### config.mk
export PLATFORM = sky130hd
export DESIGN_NAME = phy_config_strap_decode
export DESIGN_NICKNAME = d
export VERILOG_FILES = /design/src/hw/phy_strap_pkg.sv /design/src/hw/phy_config_strap_decode.sv
export SDC_FILE = /design/constraint.sdc
export NUM_CORES = 1
export LEC_CHECK = 0
export ABC_AREA = 1
export BUFFER_PORTS_ARGS = -buffer_cell sky130_fd_sc_hd__buf_2
export CORE_MARGIN = 2
export CORE_UTILIZATION = 39
export CTS_CLUSTER_SIZE = 28
export DETAILED_ROUTE_END_ITERATION = 10
export GPL_ROUTABILITY_DRIVEN = 1
export MAX_ROUTING_LAYER = met4
export PLACE_DENSITY = 0.79
export SETUP_SLACK_MARGIN = 0.2
export SLEW_MARGIN = 20
export SYNTH_ARGS = -nofsm -noshare
export SYNTH_HDL_FRONTEND = slang
export SYNTH_SLANG_ARGS = --single-unit
### constraint.sdc
create_clock -name ref_clk -period 1.1 [get_ports ref_clk]
set_input_delay 0.11 -clock ref_clk [delete_from_list [all_inputs] [get_ports ref_clk]]
set_output_delay 0.11 -clock ref_clk [all_outputs]
set_load 0.02 [all_outputs]
### src/hw/phy_strap_pkg.sv
// Purpose: Constants and types for the strap decode block of the PHY.
// Assumes: One 25 MHz clock, synchronous active-low reset.
// Notes: Register offsets are byte addresses on the plain register port.
package phy_strap_pkg;

  // Register map
  localparam logic [7:0] CTRL_ADDR = 8'h00;
  localparam logic [7:0] STAT_ADDR = 8'h04;

  // Control register fields
  localparam int CTRL_SPEED_BIT = 0;
  localparam int CTRL_DUPLEX_BIT = 1;
  localparam int CTRL_AUTONEG_BIT = 2;

  // Status register fields
  localparam int STAT_SW_BIT = 0;
  localparam int STAT_SPEED_BIT = 1;
  localparam int STAT_DUPLEX_BIT = 2;
  localparam int STAT_AUTONEG_BIT = 3;
  localparam int STAT_REPEATER_BIT = 4;
  localparam int STAT_IF_LSB = 5;
  localparam int STAT_LOCK_BIT = 9;
  localparam int STAT_LINK_BIT = 10;

  // Host interface modes
  typedef enum logic [3:0] {
    IF_MII = 4'h1,
    IF_SYMBOL = 4'h2,
    IF_SERIAL = 4'h4,
    IF_PULSE = 4'h8
  } if_mode_type;

  // Link settings
  typedef struct packed {
    logic speed_100;
    logic full_duplex;
    logic autoneg;
  } link_cfg_type;

  localparam link_cfg_type CTRL_RESET = '{speed_100: 1'b1, full_duplex: 1'b0, autoneg: 1'b1};

  // Register port request
  typedef struct packed {
    logic [7:0] addr;
    logic [31:0] wdata;
    logic wr;
    logic rd;
  } reg_req_type;

  // Drive of a two-way pin
  typedef struct packed {
    logic out;
    logic oe;
  } pin_drive_type;

  // Whole block state
  typedef struct packed {
    link_cfg_type ctrl;
    link_cfg_type eff;
    logic sw_mode;
    logic repeater;
    if_mode_type if_mode;
    pin_drive_type speed_pin;
    pin_drive_type duplex_pin;
    pin_drive_type autoneg_pin;
    logic lock;
    logic link;
    logic sd;
    logic crs;
    logic sqe_en;
    logic [31:0] rdata;
  } strap_state_type;

endpackage

### src/hw/phy_config_strap_decode.sv
// Purpose: Decode PHY strap pins and drive configuration and link status outputs.
// Assumes: All inputs synchronous to ref_clk; strap levels are sampled every cycle.
// Notes: Every output is registered, so outputs follow inputs by one clock, and control register writes by two.
// Notes: Released pins show low on the device side; the strap resistor sets the level.
`timescale 1ns/1ps

module phy_config_strap_decode
  import phy_strap_pkg::*;
(
  input wire logic ref_clk,
  input wire logic rst_n,
  input wire reg_req_type reg_req,
  output logic [31:0] reg_rdata,
  input wire logic config_source_select,
  input wire logic speed_select_pin_in,
  output logic speed_select_pin_out,
  output logic speed_select_pin_oe,
  input wire logic autoneg_select_pin_in,
  output logic autoneg_select_pin_out,
  output logic autoneg_select_pin_oe,
  input wire logic duplex_select_pin_in,
  output logic duplex_select_pin_out,
  output logic duplex_select_pin_oe,
  input wire logic host_if_select,
  input wire logic serial_or_pulse_select,
  input wire logic node_repeater_select,
  input wire logic descrambler_locked,
  input wire logic link_up,
  input wire logic rx_active,
  input wire logic tx_active,
  output logic descrambler_lock_out,
  output logic link_status_out,
  output logic signal_detect_out,
  output logic carrier_sense,
  output logic sqe_test_enable,
  output if_mode_type host_if_mode,
  output logic sw_mode_out,
  output logic speed_100,
  output logic full_duplex,
  output logic autoneg_enable,
  output logic repeater_mode
);

  ////////////////////////////////////////////////////////////////////////////////
  // Decode helpers

  // Interface choice from speed, host select and serial or pulse select
  function automatic if_mode_type decode_if(input logic spd, input logic stream,
                                            input logic sp);
    if_mode_type m;
    m = IF_MII;
    if (!stream) begin
      m = IF_MII;
    end else if (spd) begin
      m = IF_SYMBOL;
    end else if (sp) begin
      m = IF_PULSE;
    end else begin
      m = IF_SERIAL;
    end
    return m;
  endfunction

  // Signal detect applies to symbol and serial interfaces
  function automatic logic uses_sd(input if_mode_type m);
    return (m == IF_SYMBOL) || (m == IF_SERIAL);
  endfunction

  // Two-way pin drive: enabled and showing the setting in software mode,
  // released and low in hardware mode so only the strap resistor sets the level
  function automatic pin_drive_type drive_pin(input logic sw, input logic val);
    pin_drive_type d;
    d.oe = sw;
    d.out = sw & val;
    return d;
  endfunction

  ////////////////////////////////////////////////////////////////////////////////
  // State

  strap_state_type state;
  strap_state_type next_state;
  logic [31:0] status_word;

  // Status word seen by a read
  // Built from registered state only, so a read never mixes two cycles
  always_comb begin
    status_word = 32'h0;
    status_word[STAT_SW_BIT] = state.sw_mode;
    status_word[STAT_SPEED_BIT] = state.eff.speed_100;
    status_word[STAT_DUPLEX_BIT] = state.eff.full_duplex;
    status_word[STAT_AUTONEG_BIT] = state.eff.autoneg;
    status_word[STAT_REPEATER_BIT] = state.repeater;
    status_word[STAT_IF_LSB +: 4] = state.if_mode;
    status_word[STAT_LOCK_BIT] = state.lock;
    status_word[STAT_LINK_BIT] = state.link;
  end

  // Next state of the whole block
  always_comb begin
    next_state = state;
    // Control register write
    if (reg_req.wr && (reg_req.addr == CTRL_ADDR)) begin
      next_state.ctrl.speed_100 = reg_req.wdata[CTRL_SPEED_BIT];
      next_state.ctrl.full_duplex = reg_req.wdata[CTRL_DUPLEX_BIT];
      next_state.ctrl.autoneg = reg_req.wdata[CTRL_AUTONEG_BIT];
    end
    // Read data for one cycle only
    next_state.rdata = 32'h0;
    if (reg_req.rd) begin
      if (reg_req.addr == CTRL_ADDR) begin
        next_state.rdata[CTRL_SPEED_BIT] = state.ctrl.speed_100;
        next_state.rdata[CTRL_DUPLEX_BIT] = state.ctrl.full_duplex;
        next_state.rdata[CTRL_AUTONEG_BIT] = state.ctrl.autoneg;
      end else if (reg_req.addr == STAT_ADDR) begin
        next_state.rdata = status_word;
      end else begin
        next_state.rdata = 32'h0;
      end
    end
    // Configuration source
    next_state.sw_mode = config_source_select;
    if (config_source_select) begin
      next_state.eff = state.ctrl;
    end else begin
      next_state.eff.speed_100 = speed_select_pin_in;
      next_state.eff.autoneg = autoneg_select_pin_in;
      next_state.eff.full_duplex = duplex_select_pin_in;
    end
    // Pin drive in software mode, same lag as the effective settings
    next_state.speed_pin = drive_pin(config_source_select, state.ctrl.speed_100);
    next_state.autoneg_pin = drive_pin(config_source_select, state.ctrl.autoneg);
    next_state.duplex_pin = drive_pin(config_source_select, state.ctrl.full_duplex);
    // Host interface
    // Decode uses the speed being loaded this edge, so mode and speed never disagree
    next_state.if_mode = decode_if(next_state.eff.speed_100, host_if_select,
                                   serial_or_pulse_select);
    // Node or repeater
    next_state.repeater = node_repeater_select;
    next_state.sqe_en = !node_repeater_select;
    // Carrier sense
    // Effective duplex, so software mode steers carrier sense as well
    if (!node_repeater_select && !next_state.eff.full_duplex) begin
      next_state.crs = rx_active | tx_active;
    end else begin
      next_state.crs = rx_active;
    end
    // Link status and lock
    next_state.lock = descrambler_locked;
    next_state.link = link_up;
    next_state.sd = link_up & uses_sd(next_state.if_mode);
  end

  // State register
  // Reset clears all but the control register, which takes its reset settings, and the interface mode, which parks on IF_MII
  always_ff @(posedge ref_clk) begin
    if (!rst_n) begin
      state <= '0;
      state.ctrl <= CTRL_RESET;
      state.if_mode <= IF_MII;
    end else begin
      state <= next_state;
    end
  end

  ////////////////////////////////////////////////////////////////////////////////
  // Outputs

  // Straight from the state register
  // No gate sits between a flop and a pin, so outputs never glitch
  assign reg_rdata = state.rdata;
  assign speed_select_pin_out = state.speed_pin.out;
  assign speed_select_pin_oe = state.speed_pin.oe;
  assign autoneg_select_pin_out = state.autoneg_pin.out;
  assign autoneg_select_pin_oe = state.autoneg_pin.oe;
  assign duplex_select_pin_out = state.duplex_pin.out;
  assign duplex_select_pin_oe = state.duplex_pin.oe;
  assign descrambler_lock_out = state.lock;
  assign link_status_out = state.link;
  assign signal_detect_out = state.sd;
  assign carrier_sense = state.crs;
  assign sqe_test_enable = state.sqe_en;
  assign host_if_mode = state.if_mode;
  assign sw_mode_out = state.sw_mode;
  assign speed_100 = state.eff.speed_100;
  assign full_duplex = state.eff.full_duplex;
  assign autoneg_enable = state.eff.autoneg;
  assign repeater_mode = state.repeater;

  ////////////////////////////////////////////////////////////////////////////////
  // Checks

  // Every check but reset_state_a and read_once_a that looks back one cycle is armed only from an edge with reset
  // released: the edge that loads the reset state must not be held against the
  // inputs that it ignored.

  // Mode follows the source select
  mode_select_a: assert property (@(posedge ref_clk) disable iff (!rst_n)
    rst_n |=> sw_mode_out == $past(config_source_select))
    else $error("mode does not follow config source");

  // Hardware mode takes speed and duplex from the pins
  hw_speed_duplex_a: assert property (@(posedge ref_clk) disable iff (!rst_n)
    rst_n && !config_source_select |=> (speed_100 == $past(speed_select_pin_in))
      && (full_duplex == $past(duplex_select_pin_in)) && !speed_select_pin_oe)
    else $error("hardware mode speed or duplex wrong");

  // Hardware mode takes auto-negotiation from the pin
  hw_autoneg_a: assert property (@(posedge ref_clk) disable iff (!rst_n)
    rst_n && !config_source_select |=> autoneg_enable == $past(autoneg_select_pin_in)
      && !autoneg_select_pin_oe && !duplex_select_pin_oe)
    else $error("hardware mode autoneg wrong");

  // Hardware mode leaves the released pins low on the device side
  hw_pins_quiet_a: assert property (@(posedge ref_clk) disable iff (!rst_n)
    rst_n && !config_source_select |=> !speed_select_pin_out && !autoneg_select_pin_out
      && !duplex_select_pin_out)
    else $error("hardware mode pin still driven high");

  // Software mode drives all three pins with the reported settings
  sw_pin_drive_a: assert property (@(posedge ref_clk) disable iff (!rst_n)
    rst_n && config_source_select |=> speed_select_pin_oe && autoneg_select_pin_oe
      && duplex_select_pin_oe && speed_select_pin_out == speed_100
      && autoneg_select_pin_out == autoneg_enable && duplex_select_pin_out == full_duplex)
    else $error("software mode pin drive wrong");

  // Software mode settings trail the control register by one cycle
  sw_eff_follow_a: assert property (@(posedge ref_clk) disable iff (!rst_n)
    rst_n && config_source_select |=> speed_100 == $past(state.ctrl.speed_100)
      && full_duplex == $past(state.ctrl.full_duplex)
      && autoneg_enable == $past(state.ctrl.autoneg))
    else $error("software settings do not follow control");

  // Software mode settings come from a control write
  sw_ctrl_source_a: assert property (@(posedge ref_clk) disable iff (!rst_n)
    (rst_n && reg_req.wr && reg_req.addr == CTRL_ADDR)
      ##1 (config_source_select && !reg_req.wr) ##1 config_source_select
      |=> speed_100 == $past(reg_req.wdata[CTRL_SPEED_BIT], 3)
      && full_duplex == $past(reg_req.wdata[CTRL_DUPLEX_BIT], 3)
      && autoneg_enable == $past(reg_req.wdata[CTRL_AUTONEG_BIT], 3))
    else $error("software settings not from control register");

  // Control writes land in the control register
  ctrl_write_a: assert property (@(posedge ref_clk) disable iff (!rst_n)
    rst_n && reg_req.wr && reg_req.addr == CTRL_ADDR
      |=> state.ctrl.speed_100 == $past(reg_req.wdata[CTRL_SPEED_BIT])
      && state.ctrl.full_duplex == $past(reg_req.wdata[CTRL_DUPLEX_BIT])
      && state.ctrl.autoneg == $past(reg_req.wdata[CTRL_AUTONEG_BIT]))
    else $error("control write lost");

  // Nothing but a control write changes the control register
  ctrl_keep_a: assert property (@(posedge ref_clk) disable iff (!rst_n)
    rst_n && !(reg_req.wr && reg_req.addr == CTRL_ADDR) |=> $stable(state.ctrl))
    else $error("control register changed without a write");

  // Interface mode decode
  if_mode_map_a: assert property (@(posedge ref_clk) disable iff (!rst_n)
    rst_n |=> host_if_mode == decode_if(speed_100, $past(host_if_select),
                                        $past(serial_or_pulse_select)))
    else $error("host interface mode wrong");

  // MII exactly when the host select is low, one mode at a time
  if_mii_select_a: assert property (@(posedge ref_clk) disable iff (!rst_n)
    rst_n |=> (host_if_mode == IF_MII) == !$past(host_if_select) && $onehot(host_if_mode))
    else $error("host interface select not honoured");

  // Serial or pulse select ignored outside 10M stream
  sp_ignored_a: assert property (@(posedge ref_clk) disable iff (!rst_n)
    rst_n |=> ($past(host_if_select) && !speed_100)
      || host_if_mode inside {IF_MII, IF_SYMBOL})
    else $error("serial or pulse select took effect");

  // Lock and link follow their sources
  lock_link_a: assert property (@(posedge ref_clk) disable iff (!rst_n)
    rst_n |=> descrambler_lock_out == $past(descrambler_locked)
      && link_status_out == $past(link_up))
    else $error("lock or link status wrong");

  // Signal detect only on symbol and serial interfaces
  signal_detect_a: assert property (@(posedge ref_clk) disable iff (!rst_n)
    rst_n |=> signal_detect_out == ($past(link_up)
      && host_if_mode inside {IF_SYMBOL, IF_SERIAL}))
    else $error("signal detect wrong");

  // No signal detect on the MII or link pulse interfaces
  sd_quiet_a: assert property (@(posedge ref_clk) disable iff (!rst_n)
    host_if_mode inside {IF_MII, IF_PULSE} |-> !signal_detect_out)
    else $error("signal detect on wrong interface");

  // Node or repeater steers SQE test
  node_repeater_a: assert property (@(posedge ref_clk) disable iff (!rst_n)
    rst_n |=> repeater_mode == $past(node_repeater_select)
      && sqe_test_enable == !repeater_mode)
    else $error("node or repeater choice wrong");

  // Carrier sense from transmit only in half-duplex node use
  carrier_sense_a: assert property (@(posedge ref_clk) disable iff (!rst_n)
    rst_n |=> carrier_sense == ($past(rx_active)
      || ($past(tx_active) && !repeater_mode && !full_duplex)))
    else $error("carrier sense wrong");

  // Receive activity always raises carrier sense
  crs_rx_a: assert property (@(posedge ref_clk) disable iff (!rst_n)
    rst_n && rx_active |=> carrier_sense)
    else $error("carrier sense missed receive");

  // A repeater ignores its own transmit for carrier sense
  repeater_no_tx_a: assert property (@(posedge ref_clk) disable iff (!rst_n)
    rst_n && node_repeater_select && !rx_active |=> !carrier_sense)
    else $error("repeater carrier sense from transmit");

  // Read data stands one cycle only
  read_once_a: assert property (@(posedge ref_clk) disable iff (!rst_n)
    !reg_req.rd |=> reg_rdata == 32'h0)
    else $error("read data outside read cycle");

  // Control reads return the settings held before the read edge
  ctrl_read_a: assert property (@(posedge ref_clk) disable iff (!rst_n)
    rst_n && reg_req.rd && reg_req.addr == CTRL_ADDR
      |=> reg_rdata[CTRL_SPEED_BIT] == $past(state.ctrl.speed_100)
      && reg_rdata[CTRL_DUPLEX_BIT] == $past(state.ctrl.full_duplex)
      && reg_rdata[CTRL_AUTONEG_BIT] == $past(state.ctrl.autoneg))
    else $error("control read wrong");

  // Status reads return the status word
  stat_read_a: assert property (@(posedge ref_clk) disable iff (!rst_n)
    rst_n && reg_req.rd && reg_req.addr == STAT_ADDR |=> reg_rdata == $past(status_word))
    else $error("status read wrong");

  // Unmapped reads return zero
  unmapped_read_a: assert property (@(posedge ref_clk) disable iff (!rst_n)
    rst_n && reg_req.rd && reg_req.addr != CTRL_ADDR && reg_req.addr != STAT_ADDR
      |=> reg_rdata == 32'h0)
    else $error("unmapped read not zero");

  // Reset drops the pin drives and parks the interface on the MII
  reset_state_a: assert property (@(posedge ref_clk)
    !rst_n |=> !speed_select_pin_oe && !autoneg_select_pin_oe && !duplex_select_pin_oe
      && host_if_mode == IF_MII && reg_rdata == 32'h0)
    else $error("reset state wrong");

  // Main scenarios
  symbol_sd_c: cover property (@(posedge ref_clk) disable iff (!rst_n)
    signal_detect_out && host_if_mode == IF_SYMBOL);
  sw_mode_c: cover property (@(posedge ref_clk) disable iff (!rst_n)
    config_source_select ##2 speed_select_pin_oe);
  pulse_if_c: cover property (@(posedge ref_clk) disable iff (!rst_n)
    host_if_mode == IF_PULSE);
  serial_sd_c: cover property (@(posedge ref_clk) disable iff (!rst_n)
    signal_detect_out && host_if_mode == IF_SERIAL);
  tx_crs_c: cover property (@(posedge ref_clk) disable iff (!rst_n)
    carrier_sense && !$past(rx_active));

endmodule // phy_config_strap_decode

Yosys cells after proc, flatten, opt, wreduce, memory -nomap -nowiden
Cells that the tools add are included.
{ "totals": {"regBits": 52, "inputBits": 55, "output_inout_bits": 52, "wordCells": 47} }
{ "op_classes": {"n_eq_ne": 3, "muxes": 7, "n_bitwise": 8, "n_reduce_logical": 9} }
{ "op_table": {"columns": ["cell", "count"], "rows": [
  ["4-bit two-way mux", 3],
  ["3-bit two-way mux", 3],
  ["8-bit by 3-bit equality test with 1-bit output, second input constant", 1],
  ["8-bit logical NOT", 1],
  ["1-bit bitwise AND", 4],
  ["4-bit by 2-bit equality test with 1-bit output, second input constant", 1],
  ["4-bit by 3-bit equality test with 1-bit output, second input constant", 1],
  ["4-bit OR reduction", 1],
  ["1-bit inverter", 3],
  ["3-bit OR reduction", 1],
  ["1-bit logical AND", 2],
  ["1-bit logical NOT", 2],
  ["2-bit AND reduction", 1],
  ["1-bit logical OR", 1],
  ["1-bit two-way mux", 1],
  ["1-bit OR", 1]
]} }

Longest topological paths before layout
Gate-level depths: netlist (run 1).
{ "depth": {"depth_word": 6, "mapped_depth": 6} }

Worst setup path after synthesis (run 1)
Ideal clock, no wire load.
{ "synth_timing": {"path_kind": "reg-to-reg", "start": "register state[54] (netlist name)", "end": "register state (netlist bit signal_detect_out)", "setup_time_ns": 0.056, "arrival_ns": 0.716, "setup_slack_ns": 0.327, "path_stages_with_launch": 7, "synth_period_minus_slack_ns": 0.773, "path_cell_list": "dfxtp_1 -> nand2_1 -> o21ai_1 -> inv_2 -> nand2_1 -> nand3_1 -> inv_1"} }
{ "synth_via": {"elab_chain_cells": 6} }
{ "synth_rtl": {"columns": ["element", "line_no", "source"], "rows": [
  ["from (decl)", "phy_config_strap_decode.sv:81", "strap_state_type state;"],
  ["from (signal assigned)", "phy_config_strap_decode.sv:162", "state <= next_state;"],
  ["3-bit two-way mux (*)", "phy_config_strap_decode.sv:123", "if (config_source_select) begin"],
  ["4-bit two-way mux (*)", "phy_config_strap_decode.sv:54", "end else if (spd) begin"],
  ["4-bit two-way mux (*)", "phy_config_strap_decode.sv:52", "if (!stream) begin"],
  ["4-bit by 2-bit equality test with 1-bit output / 4-bit by 3-bit equality test with 1-bit output (equally long branches)", "phy_config_strap_decode.sv:66", "return (m == IF_SYMBOL) || (m == IF_SERIAL);"],
  ["1-bit logical OR (*)", "phy_config_strap_decode.sv:66", null],
  ["1-bit bitwise AND (*)", "phy_config_strap_decode.sv:151", "next_state.sd = link_up & uses_sd(next_state.if_mode);"]
]} }
Mark *: on every way between the ends. The rest lies on a longest branch, timed or not.
A chain may end at the register's enable or synchronous reset.

==> results by group, run 1 <==
Power
  • Peak supply drop: 593 uV
  • Pwr dens: ~1300 nW/um^2
  • P_leak: approximately 0.99 nW

Route
  • Drt total wl: about 2500 um
  • Initial DRC Count: 17
  • Via/cell ratio: 3.90
  • DRT antenna net count: 0
  • Drt drc: 0
  • Detailed Routing Iterations Pass 1: 4
  • WL/cell: 9.58 um
  • Vias: roughly 1000

Synthesis
  • Syn_area_per_cell: about 8.7 sq um
  • Post-Synthesis Cells: 157
  • Synth Register Bits: 31
  • Syn. warnings: 0
  • Mapped Area: 1360 sq um
  • Synth cell types: 20
  • Sequential area share after synthesis: 45.5%

Cells and area
  • Largest register FFs: 11
  • Fillers: 328
  • Most frequent cells in the layout: buf_6 (31), dfxtp_2 (28), buf_2 (25), conb_1 (21)
  • Commonest non-fill, non-tap cell in the layout: buf_6
  • Layout area overhead: 39.8%
  • Nets: ~270
  • Ant diodes: 0
  • Share of layout cells above drive strength 1: 58.7%

Job
  • Max Cap Viol: 0

STA
  • Hold Slack: between 20 and 30 ps
  • Pins Over Slew Limit: 0
  • Achievable Freq: about 1100 MHz
  • Tmin final: 928 ps
  • RSZ-0062 raised after global routing: yes
  • Post-route setup TNS: 0 ps
  • Final period util: approximately 84%
  • Setup-failing EPs final: 0
  • Fin. Hold Viols: 0
  • Layout Skew: 9.89 ps

CTS
  • Clk slew on worst S/H paths: 90 ps
  • Clk root buf: clkbuf_4
  • Clock Sinks: 31
  • CTS tree: yes
  • CTS Buf Count: 5
  • CTS H-tree depth: 2
  • Clock Latency Late Sink: about 310 ps
  • Clk buf depth: 2

Floorplan
  • Chip Width: 63.1 um
  • IO Count: 107
  • Starting Density: 40.9%
  • Core area: between 3000 and 4000 sq um
  • Num rows: 21
  • Die height: 63.1 um
  • Area of the die: about 4000 sq um

Global route
  • Largest net degree at the start of global routing: 11
  • Vias in the first global route: 946
  • Initial antenna violation count: 0
  • First-pass GRT wire length: 3970 um
  • Grt total ovfl: 0
  • Tot GR Track Use: a little over an eighth

Setup path
  • CP max stage delay: 390 ps
  • Critical path class: reg2out
  • CP arrival: 820 ps
  • Top Family by Delay on Critical Path: flip-flops
  • CP Launch Type: flip-flop
  • Crit path cell chain: buf_6
  • Critical Path Sink Type: primary output
  • Buf+Inv Stages, Crit Path: 1
  • WP data required: 990 ps
  • Largest fanout on the critical path: 5
  • Worst path slowest cell: dfxtp_4

Place
  • Placer Congestion: 0.735
  • Post-DP HPWL: 1840 um
  • Port Buffers: between 50 and 60

Min path
  • Class of the worst hold path: in2reg

Outcome
  • Status: finished, final reports clean
[cell type report]
type	count	area [sq um]	area share, %
multi-input combinational	85	443	23.2
inverter	21	78.8	4.13
clock buffer	6	51.3	2.69
tap	46	57.6	3.02
timing repair buffer	68	582	30.5
sequential	31	659	34.6
clock inverter	2	35.0	1.84
[power by group]
part | leakage (nW) | total (mW) | internal [mW] | switching (mW)
Clock | 0.0482 | 0.904 | 0.537 | 0.367
Combinational | 0.681 | 0.358 | 0.150 | 0.207
Sequential | 0.264 | 1.18 | 1.16 | 0.0229
Total | 0.993 | 2.44 | 1.84 | 0.597
[synthesized netlist by cell type, drive strengths merged]
| cell | count | area, sq um |
|---|---|---|
| nand2 | 22 | 108 |
| a21oi | 2 | 13.8 |
| nor3 | 1 | 5.00 |
| o21ai | 3 | 15.0 |
| buf | 40 | 300 |
| conb | 1 | 3.75 |
| nand3 | 12 | 65.1 |
| nor2 | 22 | 139 |
| nor3b | 1 | 7.51 |
| nand3b | 1 | 7.51 |
| dfxtp | 31 | 621 |
| inv | 21 | 78.8 |
[final timing paths]
kind              slack, ps  cells past startpoint                  start                   end
setup / recovery        170                      1  autoneg_select_pin_oe  duplex_select_pin_oe
setup reg to reg        270                      4              state[54]       host_if_mode[2]
hold reg to reg         450                      2   descrambler_lock_out          reg_rdata[9]
hold / removal           30                      3                  rst_n  descrambler_lock_out
[layer usage]
metal	vias to the layer above	GRT usage (%)	part of all wire, %
li1	525	-	-
met1	443	13.9	39
met2	37	22.1	54
met3	4	5.71	5.7
met4	0	6.94	1.2
met5	-	-	0
[logic make-up after synthesis]
logic type	count (synthesis)	synth area share, %
other	1	0.275
and+or+nand+nor	59	24.3
buffers and inverters	61	27.8
AOI/OAI and AO/OA	5	2.11
DFF	31	45.5
[metrics by stage]
step	setup WS, ps	utilization [%]	instance area [sq um]	power, mW	std cells
6_report	172	57.1	1910	2.44	259
5_1_grt	114	57.1	1910	2.58	259
4_1_cts	148	54.7	1830	2.46	257
3_5_place_dp	171	44.7	1490	1.48	241
3_3_place_gp	165	44.7	1490	1.48	241
2_1_floorplan	327	-	1440	1.44	177
[worst reg2reg max path, stage by stage (launching register included)]
cell	delay (ps)
dfxtp_2	340
nand2_1	80
o21ai_2	80
buf_4	140
nor3_1	110
[repair_timing]
action | CTS | global route
pin swaps | 0 | 0
buffers inserted | 1 | 2
setup endpoints to repair | 30 | 32
gates resized for setup | 65 | 28
hold buffers | 7 | 0
endpoints found under the hold margin | 7 | 0
Power figures use the tool's default switching activity.
==> run 2, diff against run 1 <==
- CORE_UTILIZATION: 39 -> 35
- PLACE_DENSITY: 0.79 -> 0.75
- clock period: 1.1 -> 0.8 ns (I/O delays scaled with it)
==> results by group, run 2 (synthesis gave the netlist of run 1 again) <==
Route
  • Vias: 1010
  • Drt drc: 0
  • Via/cell ratio: 3.93
  • DRT antenna net count: 0
  • Detailed Routing Iterations Pass 1: 3
  • WL/cell: 11.1 um
  • Initial DRC Count: 11
  • Drt total wl: 2860 um

Power
  • Peak supply drop: 744 uV
  • P_leak: 1.04 nW
  • Seq pwr share: around 50%
  • Combinational power share: 16.9%
  • Clk pwr share: 33.3%
  • P_sw: 854 uW
  • Switch share: 26.3%
  • Int Power: about 2.4 mW
  • Pwr dens: 1580 nW/um^2

Outcome
  • Status: finished with violations
  • Failing checks: negative hold slack, negative setup slack

CTS
  • CTS H-tree depth: 2
  • Clk buf depth: 2
  • Clk root buf: clkbuf_8
  • Clock Latency Late Sink: 270 ps
  • CTS Buf Count: 5
  • CTS tree: yes
  • Clock Sinks: 31
  • Clk slew on worst S/H paths: ~60 ps

Job
  • Max Cap Viol: 0

STA
  • Final period util: 107%
  • Achievable Freq: between 1000 and 1500 MHz
  • Fin. Hold Viols: 4
  • Worst setup margin: -59.3 ps
  • Setup-failing EPs final: 12
  • Hold Slack: -20.1 ps
  • Pins Over Slew Limit: 0
  • Tmin final: around 860 ps
  • RSZ-0062 raised after global routing: yes
  • Layout Skew: 4.73 ps

Global route
  • Initial antenna violation count: 0
  • Vias in the first global route: ~950
  • First-pass GRT wire length: ~4000 um
  • Tot GR Track Use: 13.0%
  • Largest net degree at the start of global routing: 9
  • Grt total ovfl: 0

Place
  • Post-DP HPWL: 1940 um
  • Placer Congestion: about 0.81
  • Placed insts: 245
  • Port Buffers: 56

Setup path
  • Critical Path Sink Type: primary output
  • Crit path cell chain: buf_6
  • Top Family by Delay on Critical Path: flip-flops
  • Critical path class: reg2out
  • Buf+Inv Stages, Crit Path: 1
  • CP arrival: ~800 ps
  • Worst path slowest cell: dfxtp_4
  • CP Launch Type: flip-flop
  • WP data required: ~720 ps
  • CP max stage delay: 380 ps
  • Largest fanout on the critical path: 5

Cells and area
  • Fillers: 338
  • Sequential cell area: 667 sq um
  • Commonest non-fill, non-tap cell in the layout: buf_6
  • Final core occ: 55.4%
  • Nets: 265
  • Largest register FFs: 11
  • Most frequent cells in the layout: buf_6 (42), dfxtp_2 (28), conb_1 (21), buf_2 (20)
  • Layout area overhead: 50.9%
  • Footprint of the multi-input gates: between 500 and 600 sq um
  • Ant diodes: 0
  • Share of layout cells above drive strength 1: 71.3%
  • Fin cells: between 200 and 300

Floorplan
  • Die height: 66.4 um
  • Chip Width: approximately 66 um
  • IO Count: about 110
  • Num rows: 22
  • Starting Density: 36.7%
  • Core area: 3720 sq um
  • Area of the die: 4410 sq um

Min path
  • Class of the worst hold path: in2reg
-- run 2: path summary, 6_finish.rpt --
check                                           start                    to  slack, ps  depth (start not counted)
worst max register to register              state[54]     signal_detect_out        -20                          6
worst max-delay path            autoneg_select_pin_oe  duplex_select_pin_oe        -60                          1
worst min-delay path             node_repeater_select       sqe_test_enable        -20                          2
worst min register to register        host_if_mode[2]          reg_rdata[7]        450                          2
-- run 2: power by group through the flow --
stage / Clock, mW / Combinational, mW / Sequential, mW
floorplan: 0 / 0.308 / 1.68
global placement: 0 / 0.413 / 1.64
detailed placement: 0 / 0.418 / 1.64
CTS: 1.12 / 0.497 / 1.63
global route: 1.18 / 0.589 / 1.63
finish: 1.08 / 0.548 / 1.62
-- run 2: per-stage QoR --
stage	instance area (sq um)	total power, mW	setup WS (ps)	setup TNS [ps]
2_1_floorplan	1480	1.99	73.5	0
3_3_place_gp	1560	2.05	-72.3	-663
3_5_place_dp	1560	2.06	-81.8	-707
4_1_cts	1920	3.24	-70.0	-426
5_1_grt	2060	3.40	-100	-1070
6_report	2060	3.25	-59.3	-319
-- run 2: layout make-up --
type / count / share of cell area [%]
clock buffer: 6 / 3.53
sequential: 31 / 32.4
tap: 48 / 2.92
timing repair buffer: 66 / 29.9
inverter: 21 / 3.83
multi-input combinational: 85 / 27.4
-- run 2: metal layers --
layer  track usage, %  share of wire [%]  vias to the layer above
met4             6.12                2.1                        0
met2             22.3                 56                       38
met1             13.3                 37                      452
met3             4.77                4.9                        6
li1                 -                  -                      514
met5                -                  0                        -
-- run 2: timing repair --
| item | CTS | global route |
|---|---|---|
| endpoints found under the setup margin | 43 | 53 |
| endpoints found under the hold margin | 5 | 3 |
| pin swaps | 5 | 11 |
| buffers inserted | 2 | 4 |
| resized for setup | 101 | 25 |
